File: src/rtl/dcf_params.svh
// constants for the dual clock fifo with programmable flags
`ifndef DCF_PARAMS_SVH
`define DCF_PARAMS_SVH

// data path
`define DCF_DATA_W        9
`define DCF_DEPTH         512
`define DCF_ADDR_W        9
`define DCF_PTR_W         10
`define DCF_DEPTH_CNT     10'h200

// offset registers
`define DCF_OFF_W         8
`define DCF_OFF_LOW_RST   8'h07
`define DCF_OFF_HIGH_RST  8'h00

// staging buffer between pin capture and the array
`define DCF_STAGE_DEPTH   4

// input synchroniser and reset release
`define DCF_SYNC_STAGES   2
`define DCF_HOLD_W        3
`define DCF_HOLD_RST      3'h7

`endif

File: src/rtl/dcf_pkg.sv
// types shared by the fifo design files
`include "dcf_params.svh"

package dcf_pkg;

	// offset register access sequence, one-hot
	typedef enum logic [3:0]
	{
		DCF_SEL_EMPTY_LOW  = 4'b0001,
		DCF_SEL_EMPTY_HIGH = 4'b0010,
		DCF_SEL_FULL_LOW   = 4'b0100,
		DCF_SEL_FULL_HIGH  = 4'b1000
	} dcf_sel_e;

	typedef logic [`DCF_PTR_W-1:0] dcf_ptr_t;

endpackage

File: src/rtl/dcf_stage_fifo.sv
// small valid/ready staging fifo with registered read data
`include "dcf_params.svh"

module dcf_stage_fifo
#(
	parameter int WIDTH = 9,
	parameter int DEPTH = 4
)
(
	// clock and reset
	input  wire logic             i_clk,
	input  wire logic             i_rstn,
	// fill side
	input  wire logic             i_valid,
	input  wire logic [WIDTH-1:0] i_data,
	output logic                  o_ready,
	// drain side
	output logic                  o_valid,
	output logic      [WIDTH-1:0] o_data,
	input  wire logic             i_ready
);

	localparam int AW = $clog2(DEPTH);

	logic [WIDTH-1:0] store [DEPTH];
	logic [AW-1:0]    wr_idx;
	logic [AW-1:0]    rd_idx;
	logic [AW:0]      count;
	logic             push;
	logic             pop;

	assign o_ready = (count != (AW+1)'(DEPTH));
	assign push    = i_valid && o_ready;
	assign pop     = o_valid && i_ready;

	always_ff @(posedge i_clk)
	begin
		if (push)
			store[wr_idx] <= i_data;
	end

	always_ff @(posedge i_clk or negedge i_rstn)
	begin
		if (!i_rstn)
		begin
			wr_idx <= '0;
			rd_idx <= '0;
			count  <= '0;
		end
		else
		begin
			if (push)
				wr_idx <= wr_idx + 1'b1;
			if (pop)
				rd_idx <= rd_idx + 1'b1;
			count <= count + (AW+1)'(push) - (AW+1)'(pop);
		end
	end

	// head word is registered so the array write sees a flop
	always_ff @(posedge i_clk or negedge i_rstn)
	begin
		if (!i_rstn)
		begin
			o_valid <= 1'b0;
			o_data  <= '0;
		end
		else if (!o_valid || i_ready)
		begin
			o_valid <= (count != '0) && !(pop && (count == (AW+1)'(1)));
			if (pop)
				o_data <= store[rd_idx + 1'b1];
			else
				o_data <= store[rd_idx];
		end
	end

endmodule

File: src/rtl/dcf_fifo.sv
// dual clock 512 x 9 fifo with programmable almost flags
`include "dcf_params.svh"

module dcf_fifo
	import dcf_pkg::*;
(
	// system clock and reset pin
	input  wire logic                  i_clk,
	input  wire logic                  i_rstn,
	// write side pins
	input  wire logic                  i_wclk,
	input  wire logic [`DCF_DATA_W-1:0] i_push_data,
	input  wire logic                  i_primary_write_enable_n,
	input  wire logic                  i_second_enable_or_load,
	// read side pins
	input  wire logic                  i_rclk,
	input  wire logic                  i_read_enable_a_n,
	input  wire logic                  i_read_enable_b_n,
	input  wire logic                  i_output_enable_n,
	// data output, three-state
	output logic [`DCF_DATA_W-1:0]     o_pop_data,
	output logic                       o_pop_data_oe,
	// flags
	output logic                       o_empty_indicator_n,
	output logic                       o_full_indicator_n,
	output logic                       o_almost_empty_indicator_n,
	output logic                       o_almost_full_indicator_n
);

	// synchronisers: stage 0 is read only by stage 1
	logic [1:0]             wclk_s;
	logic [1:0]             rclk_s;
	logic [1:0]             wen_s;
	logic [1:0]             ld_s;
	logic [1:0]             ren_a_s;
	logic [1:0]             ren_b_s;
	logic [1:0]             oe_s;
	logic [`DCF_DATA_W-1:0] data_s0;
	logic [`DCF_DATA_W-1:0] data_s1;
	logic                   wclk_d;
	logic                   rclk_d;

	// mode and reset release
	logic [`DCF_HOLD_W-1:0] hold;
	logic                   in_reset;
	logic                   dual_mode;

	// pointers and flags
	dcf_ptr_t               wr_acc;
	dcf_ptr_t               wr_com;
	dcf_ptr_t               rd_ptr;
	dcf_ptr_t               next_wr_acc;
	dcf_ptr_t               next_rd_ptr;
	dcf_ptr_t               used_w;
	dcf_ptr_t               used_r;
	dcf_ptr_t               off_n;
	dcf_ptr_t               off_m;

	// offset registers and access sequence
	logic [`DCF_OFF_W-1:0]  empty_offset_low;
	logic [`DCF_OFF_W-1:0]  empty_offset_high;
	logic [`DCF_OFF_W-1:0]  full_offset_low;
	logic [`DCF_OFF_W-1:0]  full_offset_high;
	dcf_sel_e               sel;
	dcf_sel_e               next_sel;
	logic [`DCF_OFF_W-1:0]  sel_value;

	// events on the sampled pin clocks
	logic                   wedge;
	logic                   redge;
	logic                   wr_go;
	logic                   off_wr;
	logic                   rd_go;
	logic                   off_rd;
	logic                   rd_enabled;

	// staging buffer and array
	logic                   stage_ready;
	logic                   stage_valid;
	logic [`DCF_DATA_W-1:0] stage_data;
	logic                   drain;
	logic [`DCF_DATA_W-1:0] mem [`DCF_DEPTH];

	// pins sampled twice; no reset so the load strap is seen during reset
	always_ff @(posedge i_clk)
	begin
		wclk_s  <= {wclk_s[0], i_wclk};
		rclk_s  <= {rclk_s[0], i_rclk};
		wen_s   <= {wen_s[0], i_primary_write_enable_n};
		ld_s    <= {ld_s[0], i_second_enable_or_load};
		ren_a_s <= {ren_a_s[0], i_read_enable_a_n};
		ren_b_s <= {ren_b_s[0], i_read_enable_b_n};
		oe_s    <= {oe_s[0], i_output_enable_n};
		data_s0 <= i_push_data;
		data_s1 <= data_s0;
	end

	always_ff @(posedge i_clk or negedge i_rstn)
	begin
		if (!i_rstn)
		begin
			wclk_d <= 1'b0;
			rclk_d <= 1'b0;
		end
		else
		begin
			wclk_d <= wclk_s[1];
			rclk_d <= rclk_s[1];
		end
	end

	assign wedge = wclk_s[1] && !wclk_d;
	assign redge = rclk_s[1] && !rclk_d;

	// a few cycles after release let the strap settle through the synchroniser
	always_ff @(posedge i_clk or negedge i_rstn)
	begin
		if (!i_rstn)
			hold <= `DCF_HOLD_RST;
		else
			hold <= {hold[`DCF_HOLD_W-2:0], 1'b0};
	end

	assign in_reset = hold[`DCF_HOLD_W-1];

	// strap is latched by the clock, never by the asynchronous reset
	always_ff @(posedge i_clk or negedge i_rstn)
	begin
		if (!i_rstn)
			dual_mode <= 1'b1;
		else if (in_reset)
			dual_mode <= ld_s[1];
	end

	// write side qualifiers
	// enable low and load/second enable high writes in both modes
	assign wr_go  = wedge && !in_reset && !wen_s[1] && ld_s[1]
	                && o_full_indicator_n && stage_ready;
	assign off_wr = wedge && !in_reset && !dual_mode && !wen_s[1] && !ld_s[1];

	// read side qualifiers
	assign rd_enabled = redge && !in_reset && !ren_a_s[1] && !ren_b_s[1];
	assign off_rd     = rd_enabled && !dual_mode && !ld_s[1];
	assign rd_go      = rd_enabled && !off_rd && o_empty_indicator_n;

	assign next_wr_acc = wr_acc + dcf_ptr_t'(wr_go);
	assign next_rd_ptr = rd_ptr + dcf_ptr_t'(rd_go);

	// other side's pointer is only looked at on this side's edge
	assign used_w = next_wr_acc - rd_ptr;
	assign used_r = wr_com - next_rd_ptr;

	// 9-bit thresholds; upper offset bits above the array size are dropped
	assign off_n = {1'b0, empty_offset_high[0], empty_offset_low};
	assign off_m = {1'b0, full_offset_high[0], full_offset_low};

	// accepted words queue up before the array
	dcf_stage_fifo
	#(
		.WIDTH (`DCF_DATA_W),
		.DEPTH (`DCF_STAGE_DEPTH)
	)
	u_stage
	(
		.i_clk   (i_clk),
		.i_rstn  (i_rstn),
		.i_valid (wr_go),
		.i_data  (data_s1),
		.o_ready (stage_ready),
		.o_valid (stage_valid),
		.o_data  (stage_data),
		.i_ready (!rd_go)
	);

	// array port is shared: a read stalls the drain for one cycle
	assign drain = stage_valid && !rd_go;

	always_ff @(posedge i_clk)
	begin
		if (drain)
			mem[wr_com[`DCF_ADDR_W-1:0]] <= stage_data;
	end

	// write pointers
	always_ff @(posedge i_clk or negedge i_rstn)
	begin
		if (!i_rstn)
		begin
			wr_acc <= '0;
			wr_com <= '0;
		end
		else
		begin
			wr_acc <= next_wr_acc;
			if (drain)
				wr_com <= wr_com + 1'b1;
		end
	end

	// read pointer
	always_ff @(posedge i_clk or negedge i_rstn)
	begin
		if (!i_rstn)
			rd_ptr <= '0;
		else
			rd_ptr <= next_rd_ptr;
	end

	// full and almost-full move only on write clock edges
	always_ff @(posedge i_clk or negedge i_rstn)
	begin
		if (!i_rstn)
		begin
			o_full_indicator_n        <= 1'b1;
			o_almost_full_indicator_n <= 1'b1;
		end
		else if (wedge)
		begin
			o_full_indicator_n        <= (used_w != `DCF_DEPTH_CNT);
			o_almost_full_indicator_n <= (used_w < (`DCF_DEPTH_CNT - off_m));
		end
	end

	// empty and almost-empty move only on read clock edges
	always_ff @(posedge i_clk or negedge i_rstn)
	begin
		if (!i_rstn)
		begin
			o_empty_indicator_n        <= 1'b0;
			o_almost_empty_indicator_n <= 1'b0;
		end
		else if (redge)
		begin
			o_empty_indicator_n        <= (used_r != '0);
			o_almost_empty_indicator_n <= (used_r > off_n);
		end
	end

	// offset sequence, shared by loads and reads
	always_comb
	begin
		case (sel)
			DCF_SEL_EMPTY_LOW:
			begin
				next_sel  = DCF_SEL_EMPTY_HIGH;
				sel_value = empty_offset_low;
			end
			DCF_SEL_EMPTY_HIGH:
			begin
				next_sel  = DCF_SEL_FULL_LOW;
				sel_value = empty_offset_high;
			end
			DCF_SEL_FULL_LOW:
			begin
				next_sel  = DCF_SEL_FULL_HIGH;
				sel_value = full_offset_low;
			end
			DCF_SEL_FULL_HIGH:
			begin
				next_sel  = DCF_SEL_EMPTY_LOW;
				sel_value = full_offset_high;
			end
			default:
			begin
				next_sel  = DCF_SEL_EMPTY_LOW;
				sel_value = '0;
			end
		endcase
	end

	// position survives load going high; simultaneous access steps once
	always_ff @(posedge i_clk or negedge i_rstn)
	begin
		if (!i_rstn)
			sel <= DCF_SEL_EMPTY_LOW;
		else if (off_wr || off_rd)
			sel <= next_sel;
	end

	// offset registers
	always_ff @(posedge i_clk or negedge i_rstn)
	begin
		if (!i_rstn)
		begin
			empty_offset_low  <= `DCF_OFF_LOW_RST;
			empty_offset_high <= `DCF_OFF_HIGH_RST;
			full_offset_low   <= `DCF_OFF_LOW_RST;
			full_offset_high  <= `DCF_OFF_HIGH_RST;
		end
		else if (off_wr)
		begin
			case (sel)
				DCF_SEL_EMPTY_LOW:
					empty_offset_low <= data_s1[`DCF_OFF_W-1:0];
				DCF_SEL_EMPTY_HIGH:
					empty_offset_high <= data_s1[`DCF_OFF_W-1:0];
				DCF_SEL_FULL_LOW:
					full_offset_low <= data_s1[`DCF_OFF_W-1:0];
				DCF_SEL_FULL_HIGH:
					full_offset_high <= data_s1[`DCF_OFF_W-1:0];
				default:
					empty_offset_low <= empty_offset_low;
			endcase
		end
	end

	// output register holds the last read while empty
	always_ff @(posedge i_clk or negedge i_rstn)
	begin
		if (!i_rstn)
			o_pop_data <= '0;
		else if (off_rd)
			o_pop_data <= {1'b0, sel_value};
		else if (rd_go)
			o_pop_data <= mem[rd_ptr[`DCF_ADDR_W-1:0]];
	end

	// pin level is resolved outside from this enable
	assign o_pop_data_oe = !oe_s[1];

endmodule

File: config.mk
export PLATFORM = sky130hd
export DESIGN_NAME = dcf_fifo
export DESIGN_NICKNAME = d
export VERILOG_FILES = /design/src/rtl/dcf_pkg.sv /design/src/rtl/dcf_stage_fifo.sv /design/src/rtl/dcf_fifo.sv
export VERILOG_INCLUDE_DIRS = /design/src /design/src/rtl
export SDC_FILE = /design/constraint.sdc
export NUM_CORES = 2
export LEC_CHECK = 0
export ABC_AREA = 0
export ABC_CLOCK_PERIOD_IN_PS = 24200
export BUFFER_PORTS_ARGS = -buffer_cell sky130_fd_sc_hd__buf_2
export CELL_PAD_IN_SITES_DETAIL_PLACEMENT = 1
export CELL_PAD_IN_SITES_GLOBAL_PLACEMENT = 1
export CORE_ASPECT_RATIO = 1.75
export CORE_MARGIN = 4
export CORE_UTILIZATION = 61
export CTS_BUF_LIST = sky130_fd_sc_hd__clkbuf_8 sky130_fd_sc_hd__clkbuf_16
export CTS_CLUSTER_DIAMETER = 100
export CTS_CLUSTER_SIZE = 24
export DETAILED_ROUTE_END_ITERATION = 8
export PLACE_DENSITY = 0.95
export SYNTH_ARGS = -nofsm -noshare
export SYNTH_HDL_FRONTEND = slang
export SYNTH_MEMORY_MAX_BITS = 65536
export SYNTH_SLANG_ARGS = --single-unit
File: constraint.sdc
create_clock -name i_clk -period 24.2 [get_ports i_clk]
set_clock_uncertainty 0.15 [all_clocks]
set_input_delay 2.42 -clock i_clk [delete_from_list [all_inputs] [get_ports i_clk]]
set_output_delay 2.42 -clock i_clk [all_outputs]
set_load 0.02 [all_outputs]
==> results of run 1 <==
## synthesized netlist by cell type, types with 12 or more instances
| master | instances | area [um^2] |
|---|---|---|
| a221oi_1 | 105 | 920 |
| edfxtp_1 | 4644 | 139000 |
| a211oi_1 | 13 | 97.6 |
| nor4_1 | 27 | 169 |
| o211ai_1 | 12 | 90.1 |
| o21ai_1 | 32 | 160 |
| nor3_1 | 52 | 260 |
| o21ai_0 | 73 | 365 |
| dfxtp_1 | 32 | 641 |
| nor2b_1 | 18 | 113 |
| inv_1 | 44 | 165 |
| mux4_2 | 1097 | 24700 |
| nand2_1 | 194 | 728 |
| o22ai_1 | 46 | 288 |
| dfstp_2 | 13 | 342 |
| ha_1 | 51 | 638 |
| o31ai_1 | 27 | 203 |
| buf_2 | 132 | 661 |
| buf_8 | 28 | 420 |
| xor2_1 | 20 | 175 |
| xnor2_1 | 34 | 298 |
| a22o_1 | 52 | 455 |
| a221o_1 | 34 | 340 |
| buf_4 | 38 | 285 |
| clkbuf_1 | 202 | 758 |
| mux2i_1 | 343 | 3430 |
| nor2_1 | 609 | 2290 |
| a21oi_1 | 154 | 771 |
| dfrtp_1 | 89 | 2230 |
| nand2b_1 | 18 | 113 |
| o221ai_1 | 20 | 175 |
| nand3_1 | 29 | 145 |
| buf_6 | 56 | 631 |
| buf_1 | 31 | 116 |
| buf_12 | 32 | 641 |
| mux2_2 | 45 | 507 |
| a22oi_1 | 154 | 1160 |
| a31oi_1 | 21 | 131 |
## through the flow
stage | cell area (um^2) | hold WS [ps] | setup WS [ps]
global placement | 190000 | 166 | 17120
detailed placement | 190000 | 165 | 17130
CTS | 196000 | 187 | 16760
floorplan | 186000 | 160 | 16580
## kinds of logic after synthesis
group | after synthesis | synth area share
compound gates | 800 | 0.0305
xor+xnor | 54 | 0.00254
fa+ha+maj | 54 | 0.00374
buf+inv | 569 | 0.0199
flops | 4778 | 0.765
mux | 1496 | 0.155
other cells | 1 | 0.0000201
simple gates | 1009 | 0.0229
==> flow_summary.json, run 1 <==
{
  "status": "did not finish",
  "lastStage": "5_1_grt",
  "error": "[ERROR GRT-0228] Horizontal edge usage exceeds the maximum allowed. (29, 11) usage=65535 limit=3200",
  "synthArstFlopShare": 0.0213,
  "antenna_found_initial": 150,
  "cts_resized": 0,
  "syn-instance-count": 8761,
  "synth-seq-cells": 4778,
  "cts_made_buffers": 226,
  "dieHeight_um": 739,
  "place.gp.congestion": 0.987,
  "start_util": 0.612,
  "ys_seq_area_frac": 0.765,
  "io_pins": 32,
  "cts_num_sinks": 4778,
  "cts_hold_buf": 0,
  "syn-num-nets": 8833,
  "die_x_um": 426,
  "io_buffers": 31,
  "cts_root_buffer": "clkbuf_16",
  "synth_edf_count": 4644,
  "synth_flop_cell": "edfxtp_1",
  "dpl.cell_count": 12500,
  "synth.distinct_cells": 82,
  "rows": 268,
  "hpwl_um": 369000,
  "cts.path.max_buffers": 4,
  "h-tree-depth": 4,
  "synth_area_per_cell_um2": 21.3,
  "grt_max_degree": 234,
  "cts_setup_buffers": 0,
  "yosysWarnings": 0,
  "synthesis.area_um2": 186000
}
==> inputs of run 2 (changes only) <==
CELL_PAD_IN_SITES_DETAIL_PLACEMENT = unset   (was 1)
CELL_PAD_IN_SITES_GLOBAL_PLACEMENT = unset   (was 1)
CORE_ASPECT_RATIO = unset   (was 1.75)
CORE_UTILIZATION = 40   (was 61)
CTS_BUF_LIST = unset   (was sky130_fd_sc_hd__clkbuf_8 sky130_fd_sc_hd__clkbuf_16)
CTS_CLUSTER_DIAMETER = unset   (was 100)
CTS_CLUSTER_SIZE = unset   (was 24)
PLACE_DENSITY = unset   (was 0.95)
PLACE_DENSITY_LB_ADDON = 0.15   (was unset)
==> run 2 against run 1 <==
- the flow now finishes, with violations (max-capacitance violations, max-slew violations)
- synthesized cell count did not move
- area after synthesis did not move
==> flow_summary.json, run 2 <==
{
  "synth_common_cells": "4644 x edfxtp_1, 1097 x mux4_2, 609 x nor2_1, 343 x mux2i_1, 202 x clkbuf_1",
  "grt_pass1_wl_um": 773000,
  "wl_per_cell_um": 35.6,
  "largest_register_ffs": 4608,
  "synth-seq-cells": 4778,
  "rsz0062_at_grt": "false",
  "die_x_um": 691,
  "critPathMaxStageDelay_ps": 920,
  "p_int_mw": 17.1,
  "synth.distinct_cells": 82,
  "setup_violations": 0,
  "core-area_um2": 464000,
  "worstPathCellList": "buf_12, buf_4, buf_4, buf_4, mux4_2, a22o_1, a221oi_1, o22ai_1, a311oi_1, a211oi_1, a31oi_1, o31ai_1",
  "violations": "max-capacitance violations, max-slew violations",
  "met3_length_um": 45500,
  "tritoncts": "yes",
  "crit_slowest_cell": "dfrtp_4",
  "status": "finished, violations left",
  "worstPathArrival_ps": 7830,
  "grt_max_degree": 191,
  "max_slew_margin": -0.118,
  "yosys.area_share.simple": 0.0229,
  "drive_above_1_share": 0.238,
  "synth.top_cell.area_share": 0.748,
  "cts_made_buffers": 522,
  "syn-instance-count": 8761,
  "synth_area_per_cell_um2": 21.3,
  "whs_ps": 175,
  "path_clk_slew_ps": 60,
  "cp_common_cell": "buf_4",
  "multi_input_area_um2": 40500,
  "layout_common_cells": "4644 x edfxtp_1, 1097 x mux4_2, 593 x nor2_1",
  "hold_viol_final": 0,
  "cp_data_required_time_ps": 24940,
  "cts_num_sinks": 4778,
  "finalNetCount": 9123,
  "cts_setup_buffers": 0,
  "seqPwrFrac": 0.432,
  "yosysWarnings": 0,
  "hpwl_um": 335000,
  "synth_compound_gate_area_share": 0.0305,
  "yosysMostFrequentCell": "edfxtp_1",
  "cts_root_buffer": "clkbuf_16",
  "combinationalPowerShare": 0.253,
  "dr.pass1.iters": 5,
  "antenna_found_initial": 30,
  "synth_area_leader_cell": "edfxtp_1",
  "met2_length_um": 260000,
  "worstSetupEndpointType": "flop",
  "timing.final.crit_share": 0.293,
  "crit_path_max_fanout": 58,
  "antenna_left": 0,
  "dr_total_vias": 93000,
  "nFillCells": 38900,
  "drtIter0Drc": 11700,
  "pwr-share-clk": 0.315,
  "crit_family": "buffers and inverters",
  "synth_area_leaders": "edfxtp_1 75%, mux4_2 13%, mux2i_1 1.8%",
  "fmax_mhz": 141,
  "syn-num-nets": 8833,
  "io_pins": 32,
  "synth_top_family_by_area": "multiplexers",
  "wirelength_um": 557000,
  "cp_num_buf_inv": 4,
  "ff_latch_area_um2": 143000,
  "synthXorXnorAreaFrac": 0.00254,
  "place.gp.congestion": 0.836,
  "grt_pass1_vias": 93500,
  "io_buffers": 31,
  "synthMuxAreaShare": 0.155,
  "wl_met1_um": 233000,
  "cts.path.max_buffers": 4,
  "cts_hold_buf": 0,
  "h-tree-depth": 6,
  "tns_ps": 0,
  "post-route-drc-count": 0,
  "clk_latency_ps": 1040,
  "power_density_nw_per_um2": 118,
  "crit_type": "reg -> reg",
  "ys_seq_area_frac": 0.765,
  "vias_per_cell": 5.94,
  "synthesis.area_um2": 186000,
  "layout_commonest_cell": "edfxtp_1",
  "synth_edf_count": 4644,
  "min_period_ps": 7090,
  "synthArstFlopShare": 0.0213,
  "maxCapViolations": 3,
  "dieArea_um2": 477000,
  "overflow": 0,
  "maxSlewViolCount": 17,
  "top_layer": "met5",
  "cts_resized": 0,
  "syn_to_final_growth_pct": 12.7,
  "p_sw_frac": 0.311,
  "p_sw_mw": 7.69,
  "synth_flop_cell": "edfxtp_1",
  "dieHeight_um": 691,
  "hold_class": "reg -> reg",
  "p_leak_nw": 65.5,
  "ir_worst_vdd_mv": 0.0998,
  "rows": 250,
  "track_usage": 0.230,
  "yosys.area_share.adder": 0.00374,
  "tightestPinTransition_ps": 1660,
  "start_util": 0.402,
  "crit_path_start_kind": "flop"
}
==> run 2: worst reg2reg max path, delay by kind of cell, from the launching register on <==
kind	cells	cell delay, ps
AOI/OAI and AO/OA	7	2370
buffers and inverters	4	2890
DFF	1	920
muxes	1	630
==> run 2: logic make-up (layout without fill, tap and decap cells) <==
logic type,after synthesis,count (layout)
and+or+nand+nor,1009,1009
xor gates and xnor gates,54,54
buffers and inverters,569,1271
AOI/OAI and AO/OA,800,800
other,1,13
adders and majority gates,54,54
DFF,4778,4778
muxes,1496,1496
==> run 2: final timing paths <==
path,start,endpoint,slack [ps],depth (start not counted)
max,rd_ptr[0],o_pop_data[2],17110,12
min,oe_s[0],oe_s[1],170,0
max reg2reg,rd_ptr[0],o_pop_data[2],17110,12
min reg2reg,oe_s[0],oe_s[1],170,0
max in group asynchronous,i_rstn,rd_ptr[1],20990,2
min in group asynchronous,i_rstn,u_stage.o_data[7],1210,1
==> run 2: metal layers <==
layer	global-route usage	vias up
met5	0	-
met4	0.0716	6
met3	0.0450	836
met2	0.358	4089
met1	0.329	50800
li1	-	37200
==> run 2: metrics by stage <==
step                setup WS (ps)  power (mW)  instance area, um^2  instances  utilization
finish                      17110        24.8               210000      15600        0.453
global route                16640        25.6               210000      15600        0.453
CTS                         16880        25.0               210000      15600        0.453
detailed placement          16900        17.2               193000      14700        0.417
global placement            16870        17.1               193000      14700        0.417
floorplan                   16580        15.4               186000       8761            -
==> run 2: cell type report <==
class                   instances  area share
inverters                      49    0.000965
multi-input cells            3414       0.193
well taps                    6174      0.0368
clock buffers                 650      0.0653
flip-flops and latches       4778       0.679
clock inverters               286      0.0136
repair buffers                286      0.0110
diodes                         12    0.000143
==> run 2: power groups by stage <==
stage                     Sequential (mW)  Clock [mW]  Combinational [mW]
after floorplan                      11.8           0                3.61
after global placement               10.9           0                6.24
after detailed placement             10.9           0                6.34
after CTS                            10.7        7.91                6.35
after global routing                 10.7        8.27                6.62
final                                10.7        7.79                6.27
Power figures use the tool's default switching activity.
